## src/shared/cstore_pkg.sv

```systemverilog
// shared constants and types for the conditional store and prefix block
package cstore_pkg;
  // instruction word fields
  localparam int OP_LO    = 30;
  localparam int OP3_LO   = 19;
  localparam int IMM_BIT  = 13;
  localparam int SIMM_LO  = 5;
  localparam int OP2_LO   = 22;
  localparam int CMB_BIT  = 29;
  localparam int F_PAIR   = 28;
  localparam int F_DST_LO = 25;
  localparam int F_S1_LO  = 19;
  localparam int F_S2_LO  = 16;
  localparam int F_S3_LO  = 13;
  localparam int S_PAIR   = 12;
  localparam int S_DST_LO = 9;
  localparam int S_S1_LO  = 6;
  localparam int S_S2_LO  = 3;
  localparam int S_S3_LO  = 0;
  localparam logic [1:0] OP_FMT2    = 2'h0;
  localparam logic [1:0] OP_FMT3    = 2'h3;
  localparam logic [5:0] OP3_SGL    = 6'h2C;
  localparam logic [5:0] OP3_DBL    = 6'h2F;
  localparam logic [2:0] OP2_PREFIX = 3'h7;
  localparam logic [2:0] URS1_MAX   = 3'h1;
  // register byte offsets
  localparam logic [7:0] REG_CTRL   = 8'h00;
  localparam logic [7:0] REG_STATUS = 8'h04;
  localparam logic [7:0] REG_ATTR   = 8'h08;
  localparam logic [7:0] REG_STORES = 8'h0C;
  localparam logic [7:0] REG_EXCS   = 8'h10;
  localparam logic [1:0] CTRL_RST   = 2'h2;
  localparam int CTRL_DBL_SET = 0;
  localparam int CTRL_MMU     = 1;
  // byte masks and half steps
  localparam logic [7:0]  MASK_LO   = 8'h0F;
  localparam logic [7:0]  MASK_HI   = 8'hF0;
  localparam logic [7:0]  MASK_ALL  = 8'hFF;
  localparam logic [63:0] STEP_SGL  = 64'h4;
  localparam logic [63:0] STEP_DBL  = 64'h8;

  typedef enum logic [3:0] {
    EXC_NONE      = 4'h0,
    EXC_ILL_INSTR = 4'h1,
    EXC_FP_DIS    = 4'h2,
    EXC_ILL_ACT   = 4'h3,
    EXC_MISALIGN  = 4'h4,
    EXC_DBL_MIS   = 4'h5,
    EXC_WATCH     = 4'h6,
    EXC_TLB_MISS  = 4'h7,
    EXC_DACC      = 4'h8,
    EXC_DERR      = 4'h9,
    EXC_PROT      = 4'hA
  } exc_e;

  typedef enum logic [1:0] {
    PERM_OK   = 2'h0,
    PERM_EXC  = 2'h1,
    PERM_ERR  = 2'h2,
    PERM_PROT = 2'h3
  } perm_e;

  typedef struct packed {
    logic       paired;
    logic [2:0] dest;
    logic [2:0] src1;
    logic [2:0] src2;
    logic [2:0] src3;
  } ext_attr_s;

  typedef struct packed {
    logic [63:0] addr;
    logic [63:0] data;
    logic [7:0]  mask;
  } store_req_s;

  typedef struct packed {
    logic valid;
    exc_e code;
  } exc_s;
endpackage : cstore_pkg

```

## src/core/align_check.sv

```systemverilog
// alignment checks for single, double and paired conditional stores
`timescale 1ns/100ps
module align_check (
  input  wire logic [3:0] addr_lo,
  input  wire logic       dbl,
  input  wire logic       paired,
  output logic            gen_mis,
  output logic            dbl_mis
);
  wire any4  = addr_lo[1:0] != 2'h0;
  wire any8  = addr_lo[2:0] != 3'h0;
  wire any16 = addr_lo[3:0] != 4'h0;
  // paired double never takes the double-specific fault
  assign gen_mis = paired ? (dbl ? any16 : any8) : (dbl ? any4 : any4);
  assign dbl_mis = dbl & ~paired & ~any4 & any8;
endmodule : align_check

```

## src/core/cond_fp_store_prefix.sv

```systemverilog
// conditional floating-point store and instruction prefix execution unit
`timescale 1ns/100ps
module cond_fp_store_prefix (
  input  wire logic                    hclk,
  input  wire logic                    hresetn,
  input  wire logic                    hsel,
  input  wire logic [31:0]             haddr,
  input  wire logic [1:0]              htrans,
  input  wire logic                    hwrite,
  input  wire logic [2:0]              hsize,
  input  wire logic [31:0]             hwdata,
  input  wire logic                    hready,
  output logic                         hreadyout,
  output logic                         hresp,
  output logic [31:0]                  hrdata,
  input  wire logic                    ins_valid,
  output logic                         ins_ready,
  input  wire logic [31:0]             ins_word,
  input  wire logic                    ins_delay_slot,
  input  wire logic [63:0]             src1_val,
  input  wire logic                    cond_sign,
  input  wire logic [63:0]             st_data_basic,
  input  wire logic [63:0]             st_data_ext,
  input  wire logic                    proc_state_fp_enable,
  input  wire logic                    fp_status_enable,
  output logic                         lookup_req,
  output logic [63:0]                  lookup_addr,
  output logic [63:0]                  lookup_addr_ext,
  input  wire logic                    tlb_miss,
  input  wire cstore_pkg::perm_e       perm_fault,
  input  wire logic                    noncacheable,
  input  wire logic                    phys_ext_cache_space,
  input  wire logic                    wp_hit_basic,
  input  wire logic                    wp_hit_ext,
  output logic                         st_valid,
  input  wire logic                    st_ready,
  output cstore_pkg::store_req_s       st_req,
  output cstore_pkg::exc_s             exc,
  output logic                         insert_toc
);
  import cstore_pkg::*;

  typedef enum logic [1:0] {
    ST_IDLE  = 2'b00,
    ST_BASIC = 2'b01,
    ST_EXT   = 2'b10
  } st_state_e;

  st_state_e   state_ff;
  st_state_e   nxt_state;
  store_req_s  st_ff;
  store_req_s  nxt_st;
  store_req_s  ext_ff;
  logic        paired_ff;
  logic        st_zero_ff;
  logic        ext_valid_ff;
  logic [1:0]  remain_ff;
  ext_attr_s   cur_ff;
  ext_attr_s   next_ff;
  exc_s        exc_ff;
  logic        toc_ff;
  logic [1:0]  ctrl_ff;
  logic [31:0] stores_ff;
  logic [31:0] excs_ff;
  logic [31:0] rdata_ff;
  logic        wr_ff;
  logic [7:0]  waddr_ff;
  exc_e        cs_code;
  exc_e        perm_code;

  // instruction decode
  wire [1:0] op       = ins_word[OP_LO+:2];
  wire [5:0] op3      = ins_word[OP3_LO+:6];
  wire       is_dbl   = op3 == OP3_DBL;
  wire       is_cst   = (op == OP_FMT3) & (op3 == OP3_SGL | is_dbl);
  wire       is_pfx   = (op == OP_FMT2) &
                        (ins_word[OP2_LO+:3] == OP2_PREFIX);
  wire       imm_sel  = ins_word[IMM_BIT];
  wire [7:0] simm     = ins_word[SIMM_LO+:8];
  wire       accept   = ins_valid & ins_ready;
  wire       mmu_en   = ctrl_ff[CTRL_MMU];
  wire       paired   = ext_valid_ff & cur_ff.paired;
  wire       fp_ok    = proc_state_fp_enable & fp_status_enable;

  wire [63:0] ea     = src1_val + {{54{simm[7]}}, simm, 2'b00};
  wire [63:0] ea_ext = ea + (is_dbl ? STEP_DBL : STEP_SGL);

  wire cond = is_dbl ? (cond_sign == ctrl_ff[CTRL_DBL_SET]) : cond_sign;

  wire act_bad = ext_valid_ff &
                 ((cur_ff.src1 > URS1_MAX) | cur_ff.src3[2] |
                  (cur_ff.paired & (cur_ff.src2[2] | cur_ff.dest[2])));

  logic gen_mis;
  logic dbl_mis;

  align_check u_align (
    .addr_lo (ea[3:0]),
    .dbl     (is_dbl),
    .paired  (paired),
    .gen_mis (gen_mis),
    .dbl_mis (dbl_mis)
  );

  wire wp_hit = wp_hit_basic | (paired & wp_hit_ext);
  wire pair_nc = paired & noncacheable & ~phys_ext_cache_space;

  assign perm_code = (perm_fault == PERM_EXC) ? EXC_DACC :
                     (perm_fault == PERM_ERR) ? EXC_DERR :
                     (perm_fault == PERM_PROT) ? EXC_PROT : EXC_NONE;

  // fault priority: i-bit, enable, fields, alignment
  // memory checks; none of them look at the store condition
  assign cs_code = !imm_sel           ? EXC_ILL_INSTR :
                   !fp_ok             ? EXC_FP_DIS :
                   act_bad            ? EXC_ILL_ACT :
                   gen_mis            ? EXC_MISALIGN :
                   dbl_mis            ? EXC_DBL_MIS :
                   wp_hit             ? EXC_WATCH :
                   (mmu_en & tlb_miss) ? EXC_TLB_MISS :
                   pair_nc            ? EXC_DACC :
                   mmu_en             ? perm_code : EXC_NONE;

  wire pfx_bad  = accept & is_pfx & ext_valid_ff;
  wire pfx_load = accept & is_pfx & ~ext_valid_ff;
  wire cs_take  = accept & is_cst;
  wire cs_fault = cs_take & (cs_code != EXC_NONE);
  // suppressed store still writes when noncacheable
  wire need_wr  = cond | noncacheable;
  wire cs_go    = cs_take & ~cs_fault & need_wr;
  wire consume  = accept & ~is_pfx & ext_valid_ff;

  // lookup issued whether or not the store happens
  assign lookup_req      = cs_take & imm_sel & mmu_en;
  assign lookup_addr     = ea;
  assign lookup_addr_ext = ea_ext;

  // byte lanes for a half; all zero when the store is suppressed
  function automatic logic [7:0] lane_mask(input logic [63:0] a,
                                           input logic d,
                                           input logic c);
    logic [7:0] m;
    m = d ? MASK_ALL : (a[2] ? MASK_HI : MASK_LO);
    return c ? m : 8'h00;
  endfunction : lane_mask

  // store sequencer; the extended half waits behind the basic one,
  // trading a cycle for plain store ordering
  always_comb begin
    nxt_state = state_ff;
    nxt_st    = st_ff;
    unique case (state_ff)
      ST_IDLE: begin
        if (cs_go) begin
          nxt_state = ST_BASIC;
          nxt_st    = '{ea, st_data_basic, lane_mask(ea, is_dbl, cond)};
        end
      end
      ST_BASIC: begin
        if (st_ready && paired_ff) begin
          nxt_state = ST_EXT;
          nxt_st    = ext_ff;
        end else if (st_ready) begin
          nxt_state = ST_IDLE;
        end
      end
      ST_EXT: begin
        if (st_ready) begin
          nxt_state = ST_IDLE;
        end
      end
      default: nxt_state = ST_IDLE;
    endcase
  end

  assign ins_ready = state_ff == ST_IDLE;
  assign st_valid  = state_ff != ST_IDLE;
  assign st_req    = st_ff;
  assign exc       = exc_ff;
  assign insert_toc = toc_ff;

  always_ff @(posedge hclk or negedge hresetn) begin
    if (!hresetn) begin
      state_ff <= ST_IDLE;
      st_ff    <= '0;
    end else begin
      state_ff <= nxt_state;
      st_ff    <= nxt_st;
    end
  end

  // extended half captured with the basic one
  always_ff @(posedge hclk or negedge hresetn) begin
    if (!hresetn) begin
      ext_ff     <= '0;
      paired_ff  <= 1'b0;
      st_zero_ff <= 1'b0;
    end else if (cs_go) begin
      ext_ff     <= '{ea_ext, st_data_ext, lane_mask(ea_ext, is_dbl, cond)};
      paired_ff  <= paired;
      st_zero_ff <= ~cond;
    end
  end

  // fault report, one cycle after the instruction is taken
  always_ff @(posedge hclk or negedge hresetn) begin
    if (!hresetn) begin
      exc_ff <= '{1'b0, EXC_NONE};
    end else if (pfx_bad) begin
      exc_ff <= '{1'b1, EXC_ILL_ACT};
    end else if (cs_fault) begin
      exc_ff <= '{1'b1, cs_code};
    end else begin
      exc_ff <= '{1'b0, EXC_NONE};
    end
  end

  // trap instruction when prefix is not followed in line
  always_ff @(posedge hclk or negedge hresetn) begin
    if (!hresetn) begin
      toc_ff <= 1'b0;
    end else begin
      toc_ff <= pfx_load & ins_delay_slot;
    end
  end

  // prefix fields, second set dropped for one-only
  wire       cmb  = ins_word[CMB_BIT];
  wire ext_attr_s first_f = '{ins_word[F_PAIR], ins_word[F_DST_LO+:3],
                              ins_word[F_S1_LO+:3], ins_word[F_S2_LO+:3],
                              ins_word[F_S3_LO+:3]};
  wire ext_attr_s second_f = '{ins_word[S_PAIR], ins_word[S_DST_LO+:3],
                               ins_word[S_S1_LO+:3], ins_word[S_S2_LO+:3],
                               ins_word[S_S3_LO+:3]};

  // attribute consumed by each covered instruction
  always_ff @(posedge hclk or negedge hresetn) begin
    if (!hresetn) begin
      ext_valid_ff <= 1'b0;
      remain_ff    <= 2'h0;
      cur_ff       <= '0;
      next_ff      <= '0;
    end else if (pfx_load) begin
      ext_valid_ff <= 1'b1;
      remain_ff    <= cmb ? 2'h2 : 2'h1;
      cur_ff       <= first_f;
      next_ff      <= cmb ? second_f : '0;
    end else if (consume && remain_ff == 2'h2) begin
      remain_ff    <= 2'h1;
      cur_ff       <= next_ff;
    end else if (consume) begin
      ext_valid_ff <= 1'b0;
      remain_ff    <= 2'h0;
      cur_ff       <= '0;
    end
  end

  // software-visible counters, wrap silently
  always_ff @(posedge hclk or negedge hresetn) begin
    if (!hresetn) begin
      stores_ff <= 32'h0;
      excs_ff   <= 32'h0;
    end else begin
      stores_ff <= stores_ff + {31'h0, st_valid & st_ready};
      excs_ff   <= excs_ff + {31'h0, exc_ff.valid};
    end
  end

  // bus slave: zero wait states, read data fetched in address phase
  wire       ahb_go = hsel & htrans[1] & hready;
  wire [7:0] aoff   = haddr[7:0];
  wire [31:0] rsel  =
    (aoff == REG_CTRL)   ? {30'h0, ctrl_ff} :
    (aoff == REG_STATUS) ? {22'h0, exc_ff.code, st_valid,
                            remain_ff, toc_ff, ext_valid_ff, 1'b0} :
    (aoff == REG_ATTR)   ? {18'h0, ext_valid_ff, cur_ff} :
    (aoff == REG_STORES) ? stores_ff :
    (aoff == REG_EXCS)   ? excs_ff : 32'h0;

  assign hreadyout = 1'b1;
  assign hresp     = 1'b0;
  assign hrdata    = rdata_ff;

  always_ff @(posedge hclk or negedge hresetn) begin
    if (!hresetn) begin
      rdata_ff <= 32'h0;
      wr_ff    <= 1'b0;
      waddr_ff <= 8'h0;
    end else begin
      rdata_ff <= (ahb_go & ~hwrite) ? rsel : rdata_ff;
      wr_ff    <= ahb_go & hwrite;
      waddr_ff <= aoff;
    end
  end

  // only the control word is writable
  always_ff @(posedge hclk or negedge hresetn) begin
    if (!hresetn) begin
      ctrl_ff <= CTRL_RST;
    end else if (wr_ff && waddr_ff == REG_CTRL) begin
      ctrl_ff <= hwdata[1:0];
    end
  end
endmodule : cond_fp_store_prefix

```

## config.mk

```make
export PLATFORM = sky130hd
export DESIGN_NAME = cond_fp_store_prefix
export DESIGN_NICKNAME = d
export VERILOG_FILES = /design/src/shared/cstore_pkg.sv /design/src/core/align_check.sv /design/src/core/cond_fp_store_prefix.sv
export SDC_FILE = /design/constraint.sdc
export NUM_CORES = 1
export LEC_CHECK = 0
export ABC_AREA = 1
export BUFFER_PORTS_ARGS = -buffer_cell sky130_fd_sc_hd__buf_2
export CAP_MARGIN = 20
export CORE_UTILIZATION = 40
export DETAILED_ROUTE_END_ITERATION = 12
export GPL_TIMING_DRIVEN = 0
export HOLD_SLACK_MARGIN = 0.06
export MAX_ROUTING_LAYER = met4
export SYNTH_ARGS = -nofsm -noshare
export SYNTH_HDL_FRONTEND = slang
export SYNTH_HIERARCHICAL = 1
export SYNTH_SLANG_ARGS = --single-unit
```

## constraint.sdc

```tcl
create_clock -name hclk -period 7.2 [get_ports hclk]
set_clock_uncertainty 0.15 [all_clocks]
set_input_delay 1.8 -clock hclk [delete_from_list [all_inputs] [get_ports hclk]]
set_output_delay 1.8 -clock hclk [all_outputs]
set_load 0.02 [all_outputs]
```

==> impl_results.md, run 1 <==
* First-pass detailed-route iteration total at 6
* Core area at 0.0646 mm^2
* Slew @ Worst Pin at 0.926 ns
* Cts bufs inserted at 47
* Max Clk Rate at 141 MHz
* H-tree Lvls at 2
* GRT Total Usage at 0.308
* Yosys cell types at 54
* Post-synthesis cell area at 0.0262 mm^2
* Share of layout cells above drive strength 1 at 0.195
* CTS Hold Bufs at 0
* Worst vdd ir at 158 uV
* Nets at 4988
* Syn Inst Count at 3987
* Slowest-stage cell, CP: ha_1
* Crit path top cell by count: nand2_1
* Leakage at 18.4 nW
* CTS root buf: clkbuf_16
* DP Cell Count at 5403
* Pwr dens at 257 mW/mm^2
* Slew Limit Fails at 0
* Final Power at 8.31 mW
* Area fraction of the dominant cell type after synthesis at 0.386
* Total die area at 0.0665 mm^2
* Die W at 258 um
* Synth top area cells: dfrtp_1 (39%), nand2_1 (26%), inv_1 (7.4%), o21ai_0 (3.7%), nand3_1 (3.5%)
* Syn_nets at 4368
* Port-buffer cells at 557
* Crit path DAT at 5.14 ns
* Startpoint type of the worst setup path: primary input
* RSZ-0062 raised after global routing: yes
* Pin count of the biggest net entering global routing at 116
* Cell chain of the critical path: buf_6 -> bufbuf_16 -> ha_1 -> nand2_1 -> inv_1 -> a21oi_1 -> nor2_1 -> nor2_1 -> nand2_1 -> inv_1 -> nand2_1 -> nand2_1 -> nand2_1 -> nor2_1 -> nand2_1 -> nor2_4 -> inv_2 -> nor2_2 -> nor2_1 -> nor2_2 -> buf_2
* Hold Violations, Final at 0
* First-pass GRT wire length at 152 mm
* Post-DP HPWL at 82.2 mm
* Global route overflow at 0
* Post-Route WL at 101 mm
* Crit path buf inv count at 6
* Initial antenna violation count at 3
* Yosys Warn Count at 6
* Post-place instance area at 0.0302 mm^2
* Starting Density at 0.405
* Register clock-pin slew on the reported worst setup and hold paths at 0.06 ns
* Later-pin clock latency in the skew report at 0.59 ns
* Clk buf depth at 3
* Most common library cell in the layout ignoring fill and taps: nand2_1
* Minimum clock period at 7.09 ns
* Rel. slew slack at 0.377
* CP Capture Type: output port
* Dominant cell type by area after synthesis: dfrtp_1
* Period utilization at 0.985
* Seq cells post-synth at 405
* Req. time, crit path at 5.25 ns
* CP max stage delay at 0.37 ns
* # DRC at 0
* Crit Path Category: in2out
* Routed Antenna Nets at 0
* Critical path fanouts, max at 22
* Register area share after synthesis at 0.387
* Finished Layout Cells at 5494
* Final WS setup at 0.105 ns
* Outcome: finished clean
* CTS tree: done
* Post-Syn Area per Cell at 6.57 um^2
* Sink Count at 405
* Dpl ws at -0.400 ns
* GP Congestion at 1.01
* Setup violators final at 0
* Area Growth Syn to Fin at 23.2%
* Smallest hold slack at 0.313 ns
* Finished layout cell area at 0.0323 mm^2
* Die Y at 258 um
* Drt wl/cell at 18.5 um
* Most frequent cells in the layout: nand2_1 (1791), buf_2 (577), inv_1 (516)
* Average vias per placed instance at 4.95
* Vias in the first global route at 25400
* CP top delay family: simple AND/OR/NAND/NOR gates
* Row count at 93
* HP Class: reg2reg
* Max_cap viols at 0
* Detailed router's first-iteration violation count at 2119
* Vias at 27200
* I/O Pins at 618
-- power breakdown --
group          internal [mW]  total (mW)  switching [mW]  leakage (nW)
clock network           1.42        2.43            1.00         0.761
registers               2.70        2.96           0.265          5.23
logic                  0.863        2.92            2.05          12.4
total                   4.99        8.31            3.32          18.4
-- per-stage QoR --
| step | setup TNS [ns] | utilization |
|---|---|---|
| after global routing | -0.159 | 0.500 |
| final | 0 | 0.500 |
| after floorplan | 0 | - |
| after detailed placement | -8.19 | 0.467 |
| after CTS | -0.0131 | 0.493 |
| after global placement | -1710.41 | 0.465 |
-- synth_stat cells (all sizes together) --
cell	instances
a2111oi	1
o22ai	17
conb	2
o21a	2
nor4	9
o21bai	6
xnor2	4
nor3b	1
or3	2
nand2	1854
and2	16
clkbuf	73
a211oi	7
nand2b	1
inv	531
a221oi	1
o21ai	204
and3	1
a21boi	2
mux2	2
buf	41
nor2	276
o31ai	7
a22o	2
nand3b	10
clkinv	4
dfrtp	404
o221ai	1
dfstp	1
a211o	1
o211ai	1
xor2	88
nand3	196
nand4	36
a21oi	71
ha	68
nor3	41
fa	2
or2	1
-- worst min-delay path: cells and delay by family (launching register included) --
kind / cells / cell delay (ns)
AND/OR/NAND/NOR: 2 / 0.09
flip-flops: 1 / 0.34
-- layout make-up --
| class | instances | area (um^2) |
|---|---|---|
| inverter | 535 | 2010 |
| fill | 6785 | 32300 |
| clock inverter | 16 | 224 |
| tap | 855 | 1070 |
| sequential | 405 | 10100 |
| antenna | 2 | 5.00 |
| multi-input combinational | 2933 | 14000 |
| buffer | 114 | 523 |
| timing repair buffer | 571 | 3030 |
| clock buffer | 63 | 1320 |
-- path summary, 6_finish.rpt --
path / to / startpoint / slack (ns) / cells past startpoint
worst max-delay path: lookup_addr_ext[42] / ins_word[12] / 0.11 / 21
worst max register to register: st_req[134] / state_ff[1] / 2.97 / 9
min in group asynchronous: waddr_ff[0] / hresetn / 1.10 / 1
max in group asynchronous: ext_ff[105] / hresetn / 4.16 / 3
worst min-delay path: st_req[39] / st_req[39] / 0.31 / 2
worst min register to register: st_req[39] / st_req[39] / 0.31 / 2
-- registers in the layout, summed over array words and instances, names as in the netlist, 5 cells and up --
name,flops
next_ff,13
ext_ff,130
cur_ff,13
excs_ff,32
waddr_ff,8
st_req,130
stores_ff,32
exc,5
hrdata,32
-- logic make-up after synthesis --
group                      synth area share
other                              0.000287
buffers and inverters                0.0967
and+or+nand+nor                       0.384
xor gates and xnor gates             0.0311
DFF                                   0.387
adders and majority gates            0.0340
AOI/OAI and AO/OA                    0.0663
muxes                              0.000860
-- timing repair --
item,in CTS,in global routing
buffers inserted,2,6
endpoints found under the setup margin,38,38
pin swaps,1,13
cloned,1,1
resized for setup,21,104
-- per-layer routing --
| metal | GRT usage | share of wire | wire length, um |
|---|---|---|---|
| met1 | 0.386 | 0.42 | 43000 |
| met2 | 0.503 | 0.47 | 47800 |
| met3 | 0.0519 | 0.071 | 7200 |
| met4 | 0.0993 | 0.034 | 3490 |
| met5 | - | 0 | 0 |
(Power assumes the default switching activity.)
==> run 2: changes to the inputs <==
--- a/config.mk
+++ b/config.mk
@@ -15,5 +15,4 @@
 export MAX_ROUTING_LAYER = met4
 export SYNTH_ARGS = -nofsm -noshare
 export SYNTH_HDL_FRONTEND = slang
-export SYNTH_HIERARCHICAL = 1
 export SYNTH_SLANG_ARGS = --single-unit
==> impl_results.md, run 2 <==
* Outcome: finished clean
* Vias at 27000
* Register clock-pin slew on the reported worst setup and hold paths at 0.06 ns
* Leakage at 18.1 nW
* Worst vdd ir at 155 uV
* CP max stage delay at 0.63 ns
* Crit path buf inv count at 4
* First-pass GRT wire length at 155 mm
* CP Capture Type: output port
* Req. time, crit path at 5.25 ns
* Pin count of the biggest net entering global routing at 114
* Register area share after synthesis at 0.389
* Top_reg_cell synth: dfrtp_1
* GRT Total Usage at 0.316
* GP Congestion at 1.04
* Startpoint type of the worst setup path: primary input
* Crit path DAT at 5.13 ns
* Crit path top cell by count: nor2_4
* Cell chain of the critical path: buf_2 -> ha_4 -> fa_2 -> inv_2 -> fa_2 -> nor2_1 -> nand2_2 -> nor2_1 -> nand2_2 -> inv_2 -> nand3_4 -> nor2_4 -> nand3_2 -> nor2_4 -> nand3_2 -> nor2_4 -> nand2_1 -> nand2_1 -> and2_4 -> buf_2
* H-tree Lvls at 2
* Slew @ Worst Pin at 0.949 ns
* Average vias per placed instance at 4.97
* Worst r2r dst: st_req[16]
* Detailed router's first-iteration violation count at 1905
* Global route overflow at 0
* Period utilization at 0.983
* Core area at 0.0645 mm^2
* Nets at 4933
* Cell with the most instances after synthesis: nand2_1
* Slowest-stage cell, CP: fa_2
* Area fraction of the dominant cell type after synthesis at 0.388
* Drt wl/cell at 19.0 um
* Area Growth Syn to Fin at 22.8%
* Post-synth ARST share at 1.00
* Most common library cell in the layout ignoring fill and taps: nand2_1
* Minimum clock period at 7.08 ns
* Row count at 93
* Crit Path Category: in2out
* Syn_nets at 4310
* Final Power at 8.35 mW
* Syn Inst Count at 3929
* EDFF count, synth at 0
* Post-Route WL at 104 mm
* Worst Hold Depth at 2
* Setup violators final at 0
* Worst Hold End: ext_ff[72]
* Pwr dens at 261 mW/mm^2
* Initial antenna violation count at 6
* Routed Antenna Nets at 0
* CTS tree: done
* Sink Count at 405
* First-pass detailed-route iteration total at 5
* Dominant cell type by area after synthesis: dfrtp_1
* # DRC at 0
* Most frequent cells after synthesis: nand2_1 (1712), inv_1 (530), dfrtp_1 (404)
* Final core occ at 0.497
* Max_cap viols at 0
* Reg-to-reg startpoint: state_ff[1]
* Synth top area cells: dfrtp_1 (39%), nand2_1 (25%), inv_1 (7.6%), o21ai_0 (4.4%), nand3_1 (3.5%)
* I/O Pins at 618
* Seq cells post-synth at 405
* Hold Violations, Final at 0
* Post-synthesis cell area at 0.0261 mm^2
* Port-buffer cells at 557
* Yosys Warn Count at 0
* Worst Hold Launch: ext_ff[72]
* CTS root buf: clkbuf_16
* Yosys cell types at 53
* Total die area at 0.0662 mm^2
* Post-Syn Area per Cell at 6.63 um^2
* Cts bufs inserted at 46
* RSZ-0062 raised after global routing: yes
* Critical path fanouts, max at 3
* Max Clk Rate at 141 MHz
* Most frequent cells in the layout: nand2_1 (1701), buf_2 (574), inv_1 (525)
* HP Class: reg2reg
* Rel. slew slack at 0.363
* Post-DP HPWL at 83.9 mm
* Starting Density at 0.404
* Share of layout cells above drive strength 1 at 0.191
* Worst reg-to-reg setup slack at 3.27 ns
* CP top delay family: simple AND/OR/NAND/NOR gates
* Vias in the first global route at 26200
* Later-pin clock latency in the skew report at 0.59 ns
* FF-to-FF path depth at 11
* Die W at 257 um
* Slew Limit Fails at 0
* Die Y at 257 um
* Clk buf depth at 3
run 2: how the worst max path moves through the flow:
stage	from	to	slack, ns	depth (start not counted)
after floorplan	ins_word[5]	lookup_addr_ext[62]	0.43	18
after global placement	hresetn	st_req[123]	-4.28	1
after detailed placement	ins_word[12]	lookup_addr_ext[56]	-0.83	18
after CTS	ins_word[5]	lookup_addr_ext[51]	-0.002	20
after global routing	ins_word[12]	lookup_addr_ext[56]	-0.01	20
final	ins_word[5]	lookup_addr_ext[56]	0.12	20
run 2: cell type report:
type,count,area (um^2)
clock buffer,69,1320
timing repair buffer,575,3060
fill,6812,32500
multi-input combinational,2872,13700
antenna,4,10.0
buffer,110,533
tap,855,1070
inverter,542,2030
clock inverter,13,138
sequential,405,10100
run 2: kinds of logic (layout without fill, tap and decap cells):
group	count (synthesis)	in the layout	share of synthesized area
muxes	2	2	0.000864
and+or+nand+nor	2332	2332	0.367
AOI/OAI and AO/OA	378	378	0.0795
other	2	6	0.000288
DFF	405	405	0.389
adders and majority gates	70	70	0.0342
xor gates and xnor gates	88	88	0.0304
buffers and inverters	652	1309	0.0985
run 2: worst register-to-register path, delay by kind of cell, from the launching register on:
family                 cells  cell delay (ns)
buffers and inverters      2             0.64
DFF                        1             0.40
and+or+nand+nor            8             2.38
AOI/OAI and AO/OA          1             0.22
run 2: where the power goes:
part           switching, mW  internal (mW)
sequential             0.276           2.73
combinational           2.14          0.901
clock                  0.996           1.31
total                   3.41           4.94
run 2: per-layer routing:
metal	routed length, um	up-vias	part of all wire	track usage
met5	0	-	0	-
met4	4480	0	0.043	0.133
met3	4930	204	0.048	0.0344
met2	49000	802	0.47	0.519
met1	45100	12600	0.44	0.395
li1	-	13400	-	-
run 2: stage by stage:
| step | hold slack [ns] | instances | instance area [um^2] | worst slack (ns) | setup TNS, ns |
|---|---|---|---|---|---|
| floorplan | 0.286 | 3929 | 26100 | 0.434 | 0 |
| finish | 0.316 | 5445 | 32000 | 0.121 | 0 |
| CTS | 0.319 | 5434 | 31700 | -0.00221 | -0.00221 |
| global route | 0.336 | 5445 | 32000 | -0.0135 | -0.0276 |
| global placement | 0.301 | 5341 | 29900 | -4.28 | -1723.75 |
| detailed placement | 0.303 | 5345 | 30000 | -0.833 | -21.89 |
run 2: repair_timing:
action | CTS | global route
buffers inserted | 7 | 6
gates cloned | 0 | 1
gates resized for setup | 33 | 74
pin swaps | 9 | 19
endpoints found under the hold margin | 0 | 0
setup endpoints to repair | 46 | 35
hold buffers | 0 | 0
